[src/verilog/sadc_pkg.sv]
package sadc_pkg;

  // Register byte addresses on the bus
  localparam logic [31:0] ADDR_RES_LOW = 32'h0000_0fe0;
  localparam logic [31:0] ADDR_RES_HIGH = 32'h0000_0fe4;
  localparam logic [31:0] ADDR_CH_MODE = 32'h0000_0fe8;
  localparam logic [31:0] ADDR_TIM_LADDER = 32'h0000_0fec;

  // Channel and mode control fields
  localparam int CM_START = 7;
  localparam int CM_MODE_HI = 6;
  localparam int CM_MODE_LO = 5;
  localparam int CM_INDIS = 4;
  localparam int CM_CH_HI = 3;
  localparam logic [7:0] CH_MODE_RST = 8'h00;

  // Timing and ladder control fields
  localparam int TL_LADDER = 5;
  localparam int TL_TIME_HI = 3;
  localparam int TL_TIME_LO = 1;
  localparam int TL_UNDEF_LO = 6;
  localparam logic [7:0] TIM_LADDER_RST = 8'h00;

  // Result low and status fields
  localparam int RS_RES_LO = 6;
  localparam int RS_DONE = 5;
  localparam int RS_BUSY = 4;
  localparam int RES_W = 10;

  // Operating modes
  localparam logic [1:0] MODE_OFF = 2'h0;
  localparam logic [1:0] MODE_SINGLE = 2'h1;
  localparam logic [1:0] MODE_RSVD = 2'h2;
  localparam logic [1:0] MODE_REPEAT = 2'h3;

  // Conversion time codes, periods doubling from the base
  localparam logic [2:0] TC_39 = 3'h0;
  localparam logic [2:0] TC_78 = 3'h2;
  localparam logic [2:0] TC_156 = 3'h3;
  localparam logic [2:0] TC_312 = 3'h4;
  localparam logic [2:0] TC_624 = 3'h5;
  localparam logic [2:0] TC_1248 = 3'h6;

  // Base conversion time in oscillator periods; the oscillator is REF_CLK
  localparam longint REF_CLK_HZ = 100_000_000;
  localparam longint FC_HZ = REF_CLK_HZ;
  localparam longint CONV_BASE_FC = 39;
  localparam int CONV_BASE_CYC = int'((CONV_BASE_FC * REF_CLK_HZ) / FC_HZ);
  localparam int CNT_W = 11;

endpackage : sadc_pkg

[src/verilog/sadc_conv_timer.sv]
module sadc_conv_timer #(
  parameter int CNT_W = sadc_pkg::CNT_W,
  parameter int BASE_CYC = sadc_pkg::CONV_BASE_CYC
) (
  // Clock and reset
  input wire logic clk,
  input wire logic rst,
  // Control
  input wire logic start,
  input wire logic abort,
  input wire logic repeat_en,
  input wire logic [2:0] time_code,
  // Status
  output logic busy,
  output logic done
);

  typedef enum logic {TS_IDLE, TS_RUN} sadc_tstate_t;

  typedef struct packed {
    sadc_tstate_t st;
    logic [CNT_W-1:0] cnt;
    logic [CNT_W-1:0] last;
    logic done;
  } sadc_tim_t;

  sadc_tim_t s_r;
  sadc_tim_t s_nxt;
  logic [CNT_W-1:0] period_last;

  // Reserved codes fall back to the longest, safest period
  always_comb begin
    case (time_code)
      sadc_pkg::TC_39: period_last = CNT_W'(BASE_CYC - 1);
      sadc_pkg::TC_78: period_last = CNT_W'((BASE_CYC << 1) - 1);
      sadc_pkg::TC_156: period_last = CNT_W'((BASE_CYC << 2) - 1);
      sadc_pkg::TC_312: period_last = CNT_W'((BASE_CYC << 3) - 1);
      sadc_pkg::TC_624: period_last = CNT_W'((BASE_CYC << 4) - 1);
      default: period_last = CNT_W'((BASE_CYC << 5) - 1);
    endcase
  end

  // Count one conversion; the period is frozen at start
  always_comb begin
    s_nxt = s_r;
    s_nxt.done = 1'b0;
    case (s_r.st)
      TS_IDLE: begin
        if (start && !abort) begin
          s_nxt.st = TS_RUN;
          s_nxt.cnt = '0;
          s_nxt.last = period_last;
        end
      end
      TS_RUN: begin
        if (abort) begin
          s_nxt.st = TS_IDLE;
        end else if (s_r.cnt == s_r.last) begin
          s_nxt.done = 1'b1;
          s_nxt.cnt = '0;
          if (!repeat_en) begin
            s_nxt.st = TS_IDLE;
          end
        end else begin
          s_nxt.cnt = s_r.cnt + 1'b1;
        end
      end
      default: s_nxt.st = TS_IDLE;
    endcase
  end

  // State register
  always_ff @(posedge clk) begin
    if (rst) begin
      s_r <= '{st: TS_IDLE, cnt: '0, last: '0, done: 1'b0};
    end else begin
      s_r <= s_nxt;
    end
  end

  assign busy = (s_r.st == TS_RUN);
  assign done = s_r.done;
endmodule // sadc_conv_timer

[src/verilog/sadc_ctrl.sv]
// What this block does
// - Mode field: 00 off, 01 single start, 11 repeat, 10 reserved.
// - Channel code 0-7 picks input; software changes it only when idle.
// - Input disable bit off enables inputs; set it when none used.
// - Writing start begins a conversion; hardware clears the bit.
// - Standby resets both control registers and blocks writes to them.
// - Time code gives 39 to 1248 oscillator periods; 001, 111 reserved.
// - Ladder bit 0 connects only while converting; 1 always connected.
// - Timing control bits 7 and 6 read undefined; readers ignore them.
// - Done reads 0 before and during conversion, 1 after completion.
// - Reading the high result clears done; read status word first.
// - Busy set at start, cleared at finish and on standby entry.
// - Status word bits 3 to 0 are unstable; readers ignore them.
// - Ten-bit result; status word holds low bits, done and busy.
// - At completion store result, set done and pulse interrupt together.
// - Repeat restarts at once; writing mode off aborts, dropping result.
// - A new start before reading clears done; old result stays readable.
//
// The AHB-Lite interface to the registers is this design's own decision.
module sadc_ctrl (
  // Clock and reset
  input wire logic REF_CLK,
  input wire logic RESET,
  // AHB-Lite slave
  input wire logic HSEL,
  input wire logic [31:0] HADDR,
  input wire logic [1:0] HTRANS,
  input wire logic HWRITE,
  input wire logic [2:0] HSIZE,
  input wire logic [31:0] HWDATA,
  input wire logic HREADY,
  output logic HREADYOUT,
  output logic HRESP,
  output logic [31:0] HRDATA,
  // Power management: high while in a standby mode
  input wire logic STANDBY,
  // Analog macro
  input wire logic [9:0] RESULT_IN,
  output logic [3:0] CHANNEL_SEL,
  output logic INPUT_DISABLE,
  output logic LADDER_ON,
  output logic CONV_ACTIVE,
  output logic CONV_DONE_IRQ
);

  typedef struct packed {
    logic [7:0] ch_mode;
    logic [7:0] tim_ladder;
    logic [sadc_pkg::RES_W-1:0] result;
    logic done;
    logic [sadc_pkg::RES_W-1:0] res_s1;
    logic [sadc_pkg::RES_W-1:0] res_s2;
    logic wr_pend;
    logic rd_pend;
    logic [31:0] addr;
    logic [31:0] rdata;
    logic ready;
    logic irq;
    logic ladder;
  } sadc_main_t;

  sadc_main_t s_r;
  sadc_main_t s_nxt;
  logic t_busy;
  logic t_done;
  logic go;
  logic abort;
  logic addr_take;
  logic wr_cm;
  logic [1:0] mode;
  logic [7:0] status_byte;

  assign mode = s_r.ch_mode[sadc_pkg::CM_MODE_HI:sadc_pkg::CM_MODE_LO];

  // Bus address phase is taken only when the bus is ready
  assign addr_take = HSEL && HTRANS[1] && HREADY;

  // Data phase write to channel and mode control
  assign wr_cm = s_r.wr_pend && !STANDBY
    && (s_r.addr == sadc_pkg::ADDR_CH_MODE);

  // Start only in a valid mode and only from idle
  // A start that meets an abort in the same cycle is not taken
  assign go = s_r.ch_mode[sadc_pkg::CM_START] && !t_busy && !abort
    && (mode == sadc_pkg::MODE_SINGLE
    || mode == sadc_pkg::MODE_REPEAT);

  // Writing mode off or entering standby kills the conversion
  assign abort = STANDBY || (wr_cm
    && HWDATA[sadc_pkg::CM_MODE_HI:sadc_pkg::CM_MODE_LO]
    == sadc_pkg::MODE_OFF);

  // Low result bits, done and busy; unstable low nibble reads as zero
  assign status_byte = {s_r.result[1:0], s_r.done, t_busy,
    4'h0};

  sadc_conv_timer #(
    .CNT_W(sadc_pkg::CNT_W),
    .BASE_CYC(sadc_pkg::CONV_BASE_CYC)
  ) u_timer (
    .clk(REF_CLK),
    .rst(RESET),
    .start(go),
    .abort(abort),
    .repeat_en(mode == sadc_pkg::MODE_REPEAT),
    .time_code(s_r.tim_ladder[sadc_pkg::TL_TIME_HI:sadc_pkg::TL_TIME_LO]),
    .busy(t_busy),
    .done(t_done)
  );

  // Next-state logic for bus, control registers and result
  always_comb begin
    s_nxt = s_r;
    s_nxt.irq = 1'b0;
    s_nxt.wr_pend = 1'b0;
    // Result pins are asynchronous to REF_CLK
    s_nxt.res_s1 = RESULT_IN;
    s_nxt.res_s2 = s_r.res_s1;

    // Address phase; reads take one wait state so a write just before
    // is already visible in the data returned
    if (s_r.rd_pend) begin
      s_nxt.rd_pend = 1'b0;
      s_nxt.ready = 1'b1;
      if (s_r.addr == sadc_pkg::ADDR_RES_LOW) begin
        s_nxt.rdata = {24'h00_0000, status_byte};
      end else if (s_r.addr == sadc_pkg::ADDR_RES_HIGH) begin
        s_nxt.rdata = {24'h00_0000, s_r.result[9:2]};
        s_nxt.done = 1'b0;
      end else if (s_r.addr == sadc_pkg::ADDR_CH_MODE) begin
        s_nxt.rdata = {24'h00_0000, s_r.ch_mode};
      end else if (s_r.addr == sadc_pkg::ADDR_TIM_LADDER) begin
        s_nxt.rdata = {26'h000_0000,
          s_r.tim_ladder[sadc_pkg::TL_UNDEF_LO-1:0]};
      end else begin
        s_nxt.rdata = 32'h0000_0000;
      end
    end else if (addr_take) begin
      s_nxt.addr = HADDR;
      s_nxt.wr_pend = HWRITE;
      s_nxt.rd_pend = !HWRITE;
      s_nxt.ready = HWRITE;
    end

    // Hardware clears the start bit as the conversion begins
    if (go) begin
      s_nxt.ch_mode[sadc_pkg::CM_START] = 1'b0;
      s_nxt.done = 1'b0;
    end

    // Data phase writes; a start written while busy is dropped
    if (wr_cm) begin
      s_nxt.ch_mode[sadc_pkg::CM_START] = HWDATA[sadc_pkg::CM_START]
        && !t_busy && !go;
      s_nxt.ch_mode[sadc_pkg::CM_MODE_HI:sadc_pkg::CM_INDIS] =
        HWDATA[sadc_pkg::CM_MODE_HI:sadc_pkg::CM_INDIS];
      if (!t_busy) begin
        s_nxt.ch_mode[sadc_pkg::CM_CH_HI:0] =
          HWDATA[sadc_pkg::CM_CH_HI:0];
      end
    end else if (s_r.wr_pend && !STANDBY
      && s_r.addr == sadc_pkg::ADDR_TIM_LADDER) begin
      s_nxt.tim_ladder = HWDATA[7:0];
    end

    // Completion: result, done and interrupt in one cycle; set wins
    // over a read that clears done in the same cycle
    if (t_done) begin
      s_nxt.result = s_r.res_s2;
      s_nxt.done = 1'b1;
      s_nxt.irq = 1'b1;
    end

    // Standby forces control back to its initial values
    if (STANDBY) begin
      s_nxt.ch_mode = sadc_pkg::CH_MODE_RST;
      s_nxt.tim_ladder = sadc_pkg::TIM_LADDER_RST;
      s_nxt.result = '0;
      s_nxt.done = 1'b0;
      s_nxt.irq = 1'b0;
    end

    // Ladder follows the bit, or the conversion when the bit is clear
    s_nxt.ladder = s_nxt.tim_ladder[sadc_pkg::TL_LADDER]
      || (t_busy && !abort) || go;
  end

  // State register
  always_ff @(posedge REF_CLK) begin
    if (RESET) begin
      s_r <= '{ch_mode: sadc_pkg::CH_MODE_RST,
        tim_ladder: sadc_pkg::TIM_LADDER_RST,
        result: '0, done: 1'b0, res_s1: '0, res_s2: '0,
        wr_pend: 1'b0, rd_pend: 1'b0, addr: '0, rdata: '0,
        ready: 1'b1, irq: 1'b0, ladder: 1'b0};
    end else begin
      s_r <= s_nxt;
    end
  end

  // Outputs come straight from flops, except HRESP, which is tied low
  assign HREADYOUT = s_r.ready;
  assign HRESP = 1'b0;
  assign HRDATA = s_r.rdata;
  assign CHANNEL_SEL = s_r.ch_mode[sadc_pkg::CM_CH_HI:0];
  assign INPUT_DISABLE = s_r.ch_mode[sadc_pkg::CM_INDIS];
  assign LADDER_ON = s_r.ladder;
  assign CONV_ACTIVE = t_busy;
  assign CONV_DONE_IRQ = s_r.irq;
endmodule // sadc_ctrl

[config.mk]
export PLATFORM = sky130hd
export DESIGN_NAME = sadc_ctrl
export DESIGN_NICKNAME = d
export VERILOG_FILES = /design/src/verilog/sadc_pkg.sv /design/src/verilog/sadc_conv_timer.sv /design/src/verilog/sadc_ctrl.sv
export SDC_FILE = /design/constraint.sdc
export NUM_CORES = 1
export LEC_CHECK = 0
export BUFFER_PORTS_ARGS = -buffer_cell sky130_fd_sc_hd__buf_2
export CORE_ASPECT_RATIO = 0.6
export CORE_MARGIN = 2
export CORE_UTILIZATION = 35
export DETAILED_ROUTE_END_ITERATION = 10
export SYNTH_ARGS = -nofsm -noshare
export SYNTH_HDL_FRONTEND = slang
export SYNTH_SLANG_ARGS = --single-unit
[constraint.sdc]
create_clock -name REF_CLK -period 3.5 [get_ports REF_CLK]
set_clock_uncertainty 0.15 [all_clocks]
set_input_delay 0.175 -clock REF_CLK [delete_from_list [all_inputs] [get_ports REF_CLK]]
set_output_delay 0.175 -clock REF_CLK [all_outputs]
set_load 0.05 [all_outputs]
After elaboration in Yosys (flattened, before gate mapping)
Cells that the tools add are included.
Operators by class
  reduce and logical (&&, ||, !) cells: 37
  equality and inequality tests: 14
  add/sub/neg operators: 1
  bitwise gates (word level): 4
  multiplexer cells: 25
Operators with widths (count)
  32-bit by 12-bit == test with 1-bit output (second input constant): 4
  11-bit one-hot mux with 5 select lines: 1
  11-bit 2-to-1 mux: 3
  8-bit 2-to-1 mux: 4
  12-bit one-hot mux with 2 select lines: 1
  23-bit 2-to-1 mux: 1
  6-bit 2-to-1 mux: 3
  17-bit 2-to-1 mux: 1
  1-bit logical AND: 13
  11-bit by 1-bit adder with 11-bit output (second input constant): 1
  11-bit == test: 1
  1-bit 2-to-1 mux: 10
  2-bit AND reduction: 5
  3-bit by 2-bit == test with 1-bit output (second input constant): 2
  3-bit == test (second input constant): 2
  3-bit nonzero test: 2
  3-bit OR reduction: 2
  1-bit logical NOT: 5
  1-bit logical OR: 4
  4-bit 2-to-1 mux: 1
  1-bit inverter: 4
  2-bit OR reduction: 2
  3-bit logical NOT: 1
  3-bit by 2-bit inequality test with 1-bit output (second input constant): 1
  7 further kinds: 7
Storage, ports and cells
  bits of input ports: 85
  bits in registers: 138
  output and inout bits: 42
  logic and storage cells: 101

Longest topological paths before layout
  depth after elaboration: 13
  depth in mapped cells: 8
  depth with buffers taken out: 6

Hierarchy
A second synthesis with hierarchy kept.
Unflattened totals
  cells, all modules: 552
  area, all modules: 4951.0 µm²
Modules (own cells, without submodules)
  sadc_ctrl: cells each 408, sequential area each 1801.7 µm², area each 3734.8 µm², instances 1
  sadc_conv_timer: cells each 144, sequential area each 480.5 µm², area each 1216.2 µm², instances 1

Worst setup path before layout
No wires, ideal clock.
  path type: reg-to-reg
  start point: register u_timer.s_r, in the netlist u_timer.busy
  end point: register u_timer.s_r[22] in the netlist's numbering
  path buffers: 0
  stages on the path, launching flop included: 7
  period minus slack after synthesis: 2493 ps
  library setup time: 74 ps
  data required time: 3276 ps
  arrival: 2269 ps
  setup slack: 1007 ps
  cell sequence: dfxtp_1 a21oi_2 and3b_2 nand3_2 or4_4 or4b_1 a31oi_1
Between the ends
  word-level cells in the longest chain between the ends: 7
  elaborated cells between the ends (all ways): 10
  those cells by class: eq/ne (2); mux (1); bitwise (1); reduce/logical (6)
RTL lines
  start: declaration: RTL line sadc_conv_timer.sv:27  | sadc_tim_t s_r;
  start signal: assignment: RTL line sadc_conv_timer.sv:75  | s_r <= '{st: TS_IDLE, cnt: '0, last: '0, done: 1'b0};
  start signal: assignment: RTL line sadc_conv_timer.sv:77  | s_r <= s_nxt;
  1-bit logical NOT
  1-bit logical AND (2 in series): RTL line sadc_ctrl.sv:84  | assign go = s_r.ch_mode[sadc_pkg::CM_START] && !t_busy && !abort
  1-bit logical AND: RTL line sadc_ctrl.sv:85  | && (mode == sadc_pkg::MODE_SINGLE
  1-bit logical AND: RTL line sadc_conv_timer.sv:49  | if (start && !abort) begin
  2-bit by 1-bit inequality test with 1-bit output (no source line)
  2-bit AND reduction (no source line)
Parallel ways exist; a longest one is shown, timed or not.
A chain may end at the register's enable or synchronous reset.

Worst setup path after layout
  start point: register s_r[38] in the netlist's numbering
  end point: register u_timer.s_r[20] in the netlist's numbering
Between the ends
  word-level cells in the longest chain between the ends: 10
  elaborated cells between the ends (all ways): 11
  those cells by class: eq/ne (3); reduce/logical (8)
RTL lines
  start: declaration: RTL line sadc_ctrl.sv:62  | sadc_main_t s_r;
  start signal: assignment: RTL line sadc_ctrl.sv:191  | s_r <= '{ch_mode: sadc_pkg::CH_MODE_RST,
  start signal: assignment: RTL line sadc_ctrl.sv:197  | s_r <= s_nxt;
  32-bit by 12-bit == test with 1-bit output (*): RTL line sadc_ctrl.sv:80  | && (s_r.addr == sadc_pkg::ADDR_CH_MODE);
  1-bit logical AND (*): RTL line sadc_ctrl.sv:80
  1-bit logical AND (*): RTL line sadc_ctrl.sv:90  | && HWDATA[sadc_pkg::CM_MODE_HI:sadc_pkg::CM_MODE_LO]
  1-bit logical OR (*): RTL line sadc_ctrl.sv:89  | assign abort = STANDBY || (wr_cm
  1-bit logical NOT: RTL line sadc_conv_timer.sv:49, sadc_ctrl.sv:84
  1-bit logical AND: RTL line sadc_ctrl.sv:84
  1-bit logical AND: RTL line sadc_ctrl.sv:85
  1-bit logical AND: RTL line sadc_conv_timer.sv:49
  2-bit by 1-bit inequality test with 1-bit output (no source line)
  2-bit AND reduction (no source line) (*)
Every way passes the cells marked *; elsewhere a longest branch is shown, timed or not.

==> results.yml <==
run_status:
  status: "complete, no violations"
critical_path:
  r2r_start: "s_r[38]"
  crit_fanout: 13
  crit_arrival_ns: 2.84
  r2r_end: "u_timer.s_r[20]"
  cp-start-kind: "register"
  critical_path_class: "reg2reg"
  r2r_cells: 7
  cp.required_ns: 3.69
  r2r_slack_ns: 0.86
  end_kind: "register"
yosys:
  synth_cell_types: 48
  synth-xor-area-share: 0.0350
  netlist_area_um2: 4760
  muxShareOfSynthArea: 0.0820
  synthAdderAreaFrac: 0.00263
  synth_compound_area_frac: 0.0825
  postSynthAreaPerCell_um2: 8.90
  synth-seq-cells: 114
  netlist_instances: 535
  synth-simple-area-share: 0.227
  ys_seq_area_frac: 0.479
  ys_warn_count: 0
  synth_top_family_by_area: "simple AND/OR/NAND/NOR gates"
power_and_ir_drop:
  leakagePower_nw: 2.36
  p_sw_mw: 0.748
  ir_drop_mv: 0.326
  seqPwrFrac: 0.406
  power_density_nw_per_um2: 530
  p_clk_frac: 0.529
  p_sw_frac: 0.228
  combPwrFrac: 0.065
  internal_power_mw: 2.53
sta:
  hold_viol: 0
  relSlewSlack: 0.151
  tns_ns: 0
  tightest_slew_ns: 1.27
  period_share: 0.756
  fmax_ghz: 0.378
  finalMaxSlewViolations: 0
  rsz0062_at_grt: "false"
  fin_crit_ns: 2.64
  setup_viol: 0
drt:
  post_drt_wl_per_cell_um: 14.1
  vias_per_cell: 4.73
  drtAntennaViolNets: 0
  vias: 3891
  firstDrtPassIters: 4
  drtIter0Drc: 183
  routed_wl_um: 11600
  drc: 0
grt:
  grt-busiest-layer: "met2"
  grt_use_total: 0.162
  antenna_found_initial: 0
  grt_pass1_vias: 3564
  met1_usage: 0.228
  use_met2: 0.235
  grt_use_met3: 0.0496
  grt_pass1_wl_um: 18100
  grt_max_degree: 49
  grt-ovfl-total: 0
cells_and_area:
  final_nets: 727
  final_cells: 823
  syn2layout_area_growth_pct: 30.2
  final_util: 0.475
  stdcell_area_um2: 6190
  diodes: 0
  drive_above_1_share: 0.190
placement:
  routabilityCongestion: 0.838
  portBuffers: 73
  dpl.hpwl_um: 7990
  place_inst: 741
  placed_cell_area_um2: 5080
hold_path:
  worstHoldStart: "HTRANS[1]"
  hold_path_class: "in2reg"
  hold-path-cell-count: 4
  min_to: "HREADYOUT"
die:
  die_w_um: 155
  die_area_um2: 14600
  io-pin-count: 127
  initial_core_util: 0.365
  core_area_um2: 13100
  fp.dieH_um: 94.3
  rows: 32
clock_network:
  clock-sinks: 114
  htreeDepth: 4
  cts.hold.buffers_added: 51
  cts_root_buffer: "clkbuf_16"
  clkTransAtPathRegs_ns: 0.05
  ctsLongestPathBuffers: 2
  insertion_delay_ns: 0.41
  post_cts_resized: 0
  numCtsBuffers: 17
  cts_tree: "yes"
  post_cts_buffers: 0
job:
  max-cap-violations: 0
[cell usage in the layout, fill, tap and decap left out, drive strengths merged, types with 3 or more instances in the layout]
cell type / count
dfxtp: 114
nand2: 82
buf: 79
dlygate4sd3: 51
nor2: 49
a21oi: 39
mux2i: 30
nor2b: 25
conb: 25
clkbuf: 18
nor4: 14
nand3: 13
xor2: 11
nor3: 9
inv: 8
xnor2: 8
o21ai: 8
nand2b: 6
a22oi: 6
clkinvlp: 6
a211oi: 5
a31oi: 4
nor4bb: 4
nand3b: 4
mux2: 4
clkinv: 4
nor4b: 3
bufinv: 3
[cell type report]
type                       count  area [um2]
clock buffer                  18         439
timing repair buffer         130         921
multi-input combinational    370        2150
clock inverter                13         163
sequential                   114        2280
tap                          170         213
inverter                       8        30.0
fill                        1230        6860
[metal layers]
| metal | vias up | share of wire |
|---|---|---|
| li1 | 1960 | - |
| met1 | 1819 | 0.51 |
| met2 | 103 | 0.42 |
| met3 | 9 | 0.064 |
| met4 | 0 | 0.0072 |
| met5 | - | 0 |
[flip-flops by register name, summed over array words and instances, names as in the netlist]
name,flops
s_r,62
u_timer.s_r,22
s_nxt,10
HRDATA,8
CHANNEL_SEL,4
mode,2
CONV_DONE_IRQ,1
HREADYOUT,1
INPUT_DISABLE,1
LADDER_ON,1
u_timer.busy,1
u_timer.done,1
[worst max-delay path, stage by stage (launching register included)]
cell and delay (ns):
dfxtp_1 0.65, nor2b_1 0.47, nand3_1 0.13, nor4_1 0.23, buf_4 0.24, or3_1 0.27
o21bai_1 0.25, nor2_1 0.18
[worst max path at each step]
stage / startpoint / slack (ns) / to
CTS: s_r[38] / 0.85 / u_timer.s_r[20]
floorplan: u_timer.busy / 1.01 / u_timer.s_r[22]
global placement: s_r[38] / 0.96 / u_timer.s_r[15]
global route: s_r[38] / 0.61 / u_timer.s_r[20]
finish: s_r[38] / 0.86 / u_timer.s_r[20]
detailed placement: s_r[38] / 0.86 / u_timer.s_r[20]
[power by group through the flow]
stage / combinational, mW / clock, mW / sequential, mW
2_1_floorplan: 0.140 / 0 / 1.36
3_3_place_gp: 0.164 / 0 / 1.36
3_5_place_dp: 0.168 / 0 / 1.36
4_1_cts: 0.212 / 1.76 / 1.33
5_1_grt: 0.230 / 1.83 / 1.34
6_report: 0.213 / 1.74 / 1.33
[Yosys cell counts, drive strengths merged]
| cell type | instances | share of area |
|---|---|---|
| a22oi | 6 | 0.0095 |
| nand2 | 82 | 0.065 |
| buf | 43 | 0.065 |
| xor2 | 11 | 0.020 |
| a31oi | 4 | 0.0053 |
| and3b | 1 | 0.0021 |
| a211oi | 5 | 0.0079 |
| nor4b | 3 | 0.0055 |
| o21bai | 1 | 0.0016 |
| o21ai | 8 | 0.0084 |
| nand4b | 1 | 0.0018 |
| dfxtp | 114 | 0.48 |
| clkbuf | 24 | 0.019 |
| or4b | 1 | 0.0021 |
| or3 | 1 | 0.0013 |
| nand3b | 4 | 0.0063 |
| conb | 1 | 0.00079 |
| nor4bb | 4 | 0.0084 |
| mux2i | 30 | 0.063 |
| o22ai | 1 | 0.0013 |
| ha | 1 | 0.0026 |
| and3 | 1 | 0.0013 |
| nand2b | 6 | 0.0079 |
| and2 | 2 | 0.0026 |
| mux4 | 2 | 0.0095 |
| mux2 | 4 | 0.0095 |
| or2 | 1 | 0.0013 |
| nor3 | 9 | 0.0095 |
| inv | 8 | 0.0063 |
| a2111oi | 1 | 0.0018 |
| xnor2 | 8 | 0.015 |
| nand4 | 2 | 0.0026 |
| nor4 | 14 | 0.020 |
| o211ai | 2 | 0.0032 |
| a311oi | 1 | 0.0018 |
| a21oi | 39 | 0.042 |
| nor3b | 1 | 0.0016 |
| or4 | 1 | 0.0024 |
| nor2b | 25 | 0.033 |
| nand3 | 13 | 0.015 |
| nor2 | 49 | 0.039 |
[metrics by stage]
step	setup slack, ns	hold WS [ns]	power (mW)
after CTS	0.847	0.0378	3.31
after global routing	0.609	0.0915	3.39
after global placement	0.958	0.222	1.52
after floorplan	1.01	0.104	1.50
final	0.855	0.0533	3.28
after detailed placement	0.855	0.223	1.53
[cells by family after synthesis]
kind of cell	count (synthesis)
other	1
adders and majority gates	1
xor gates and xnor gates	19
muxes	36
DFF	114
and+or+nand+nor	221
AOI/OAI and AO/OA	68
buffers and inverters	75
No activity file was read; power rests on OpenSTA's default activity.
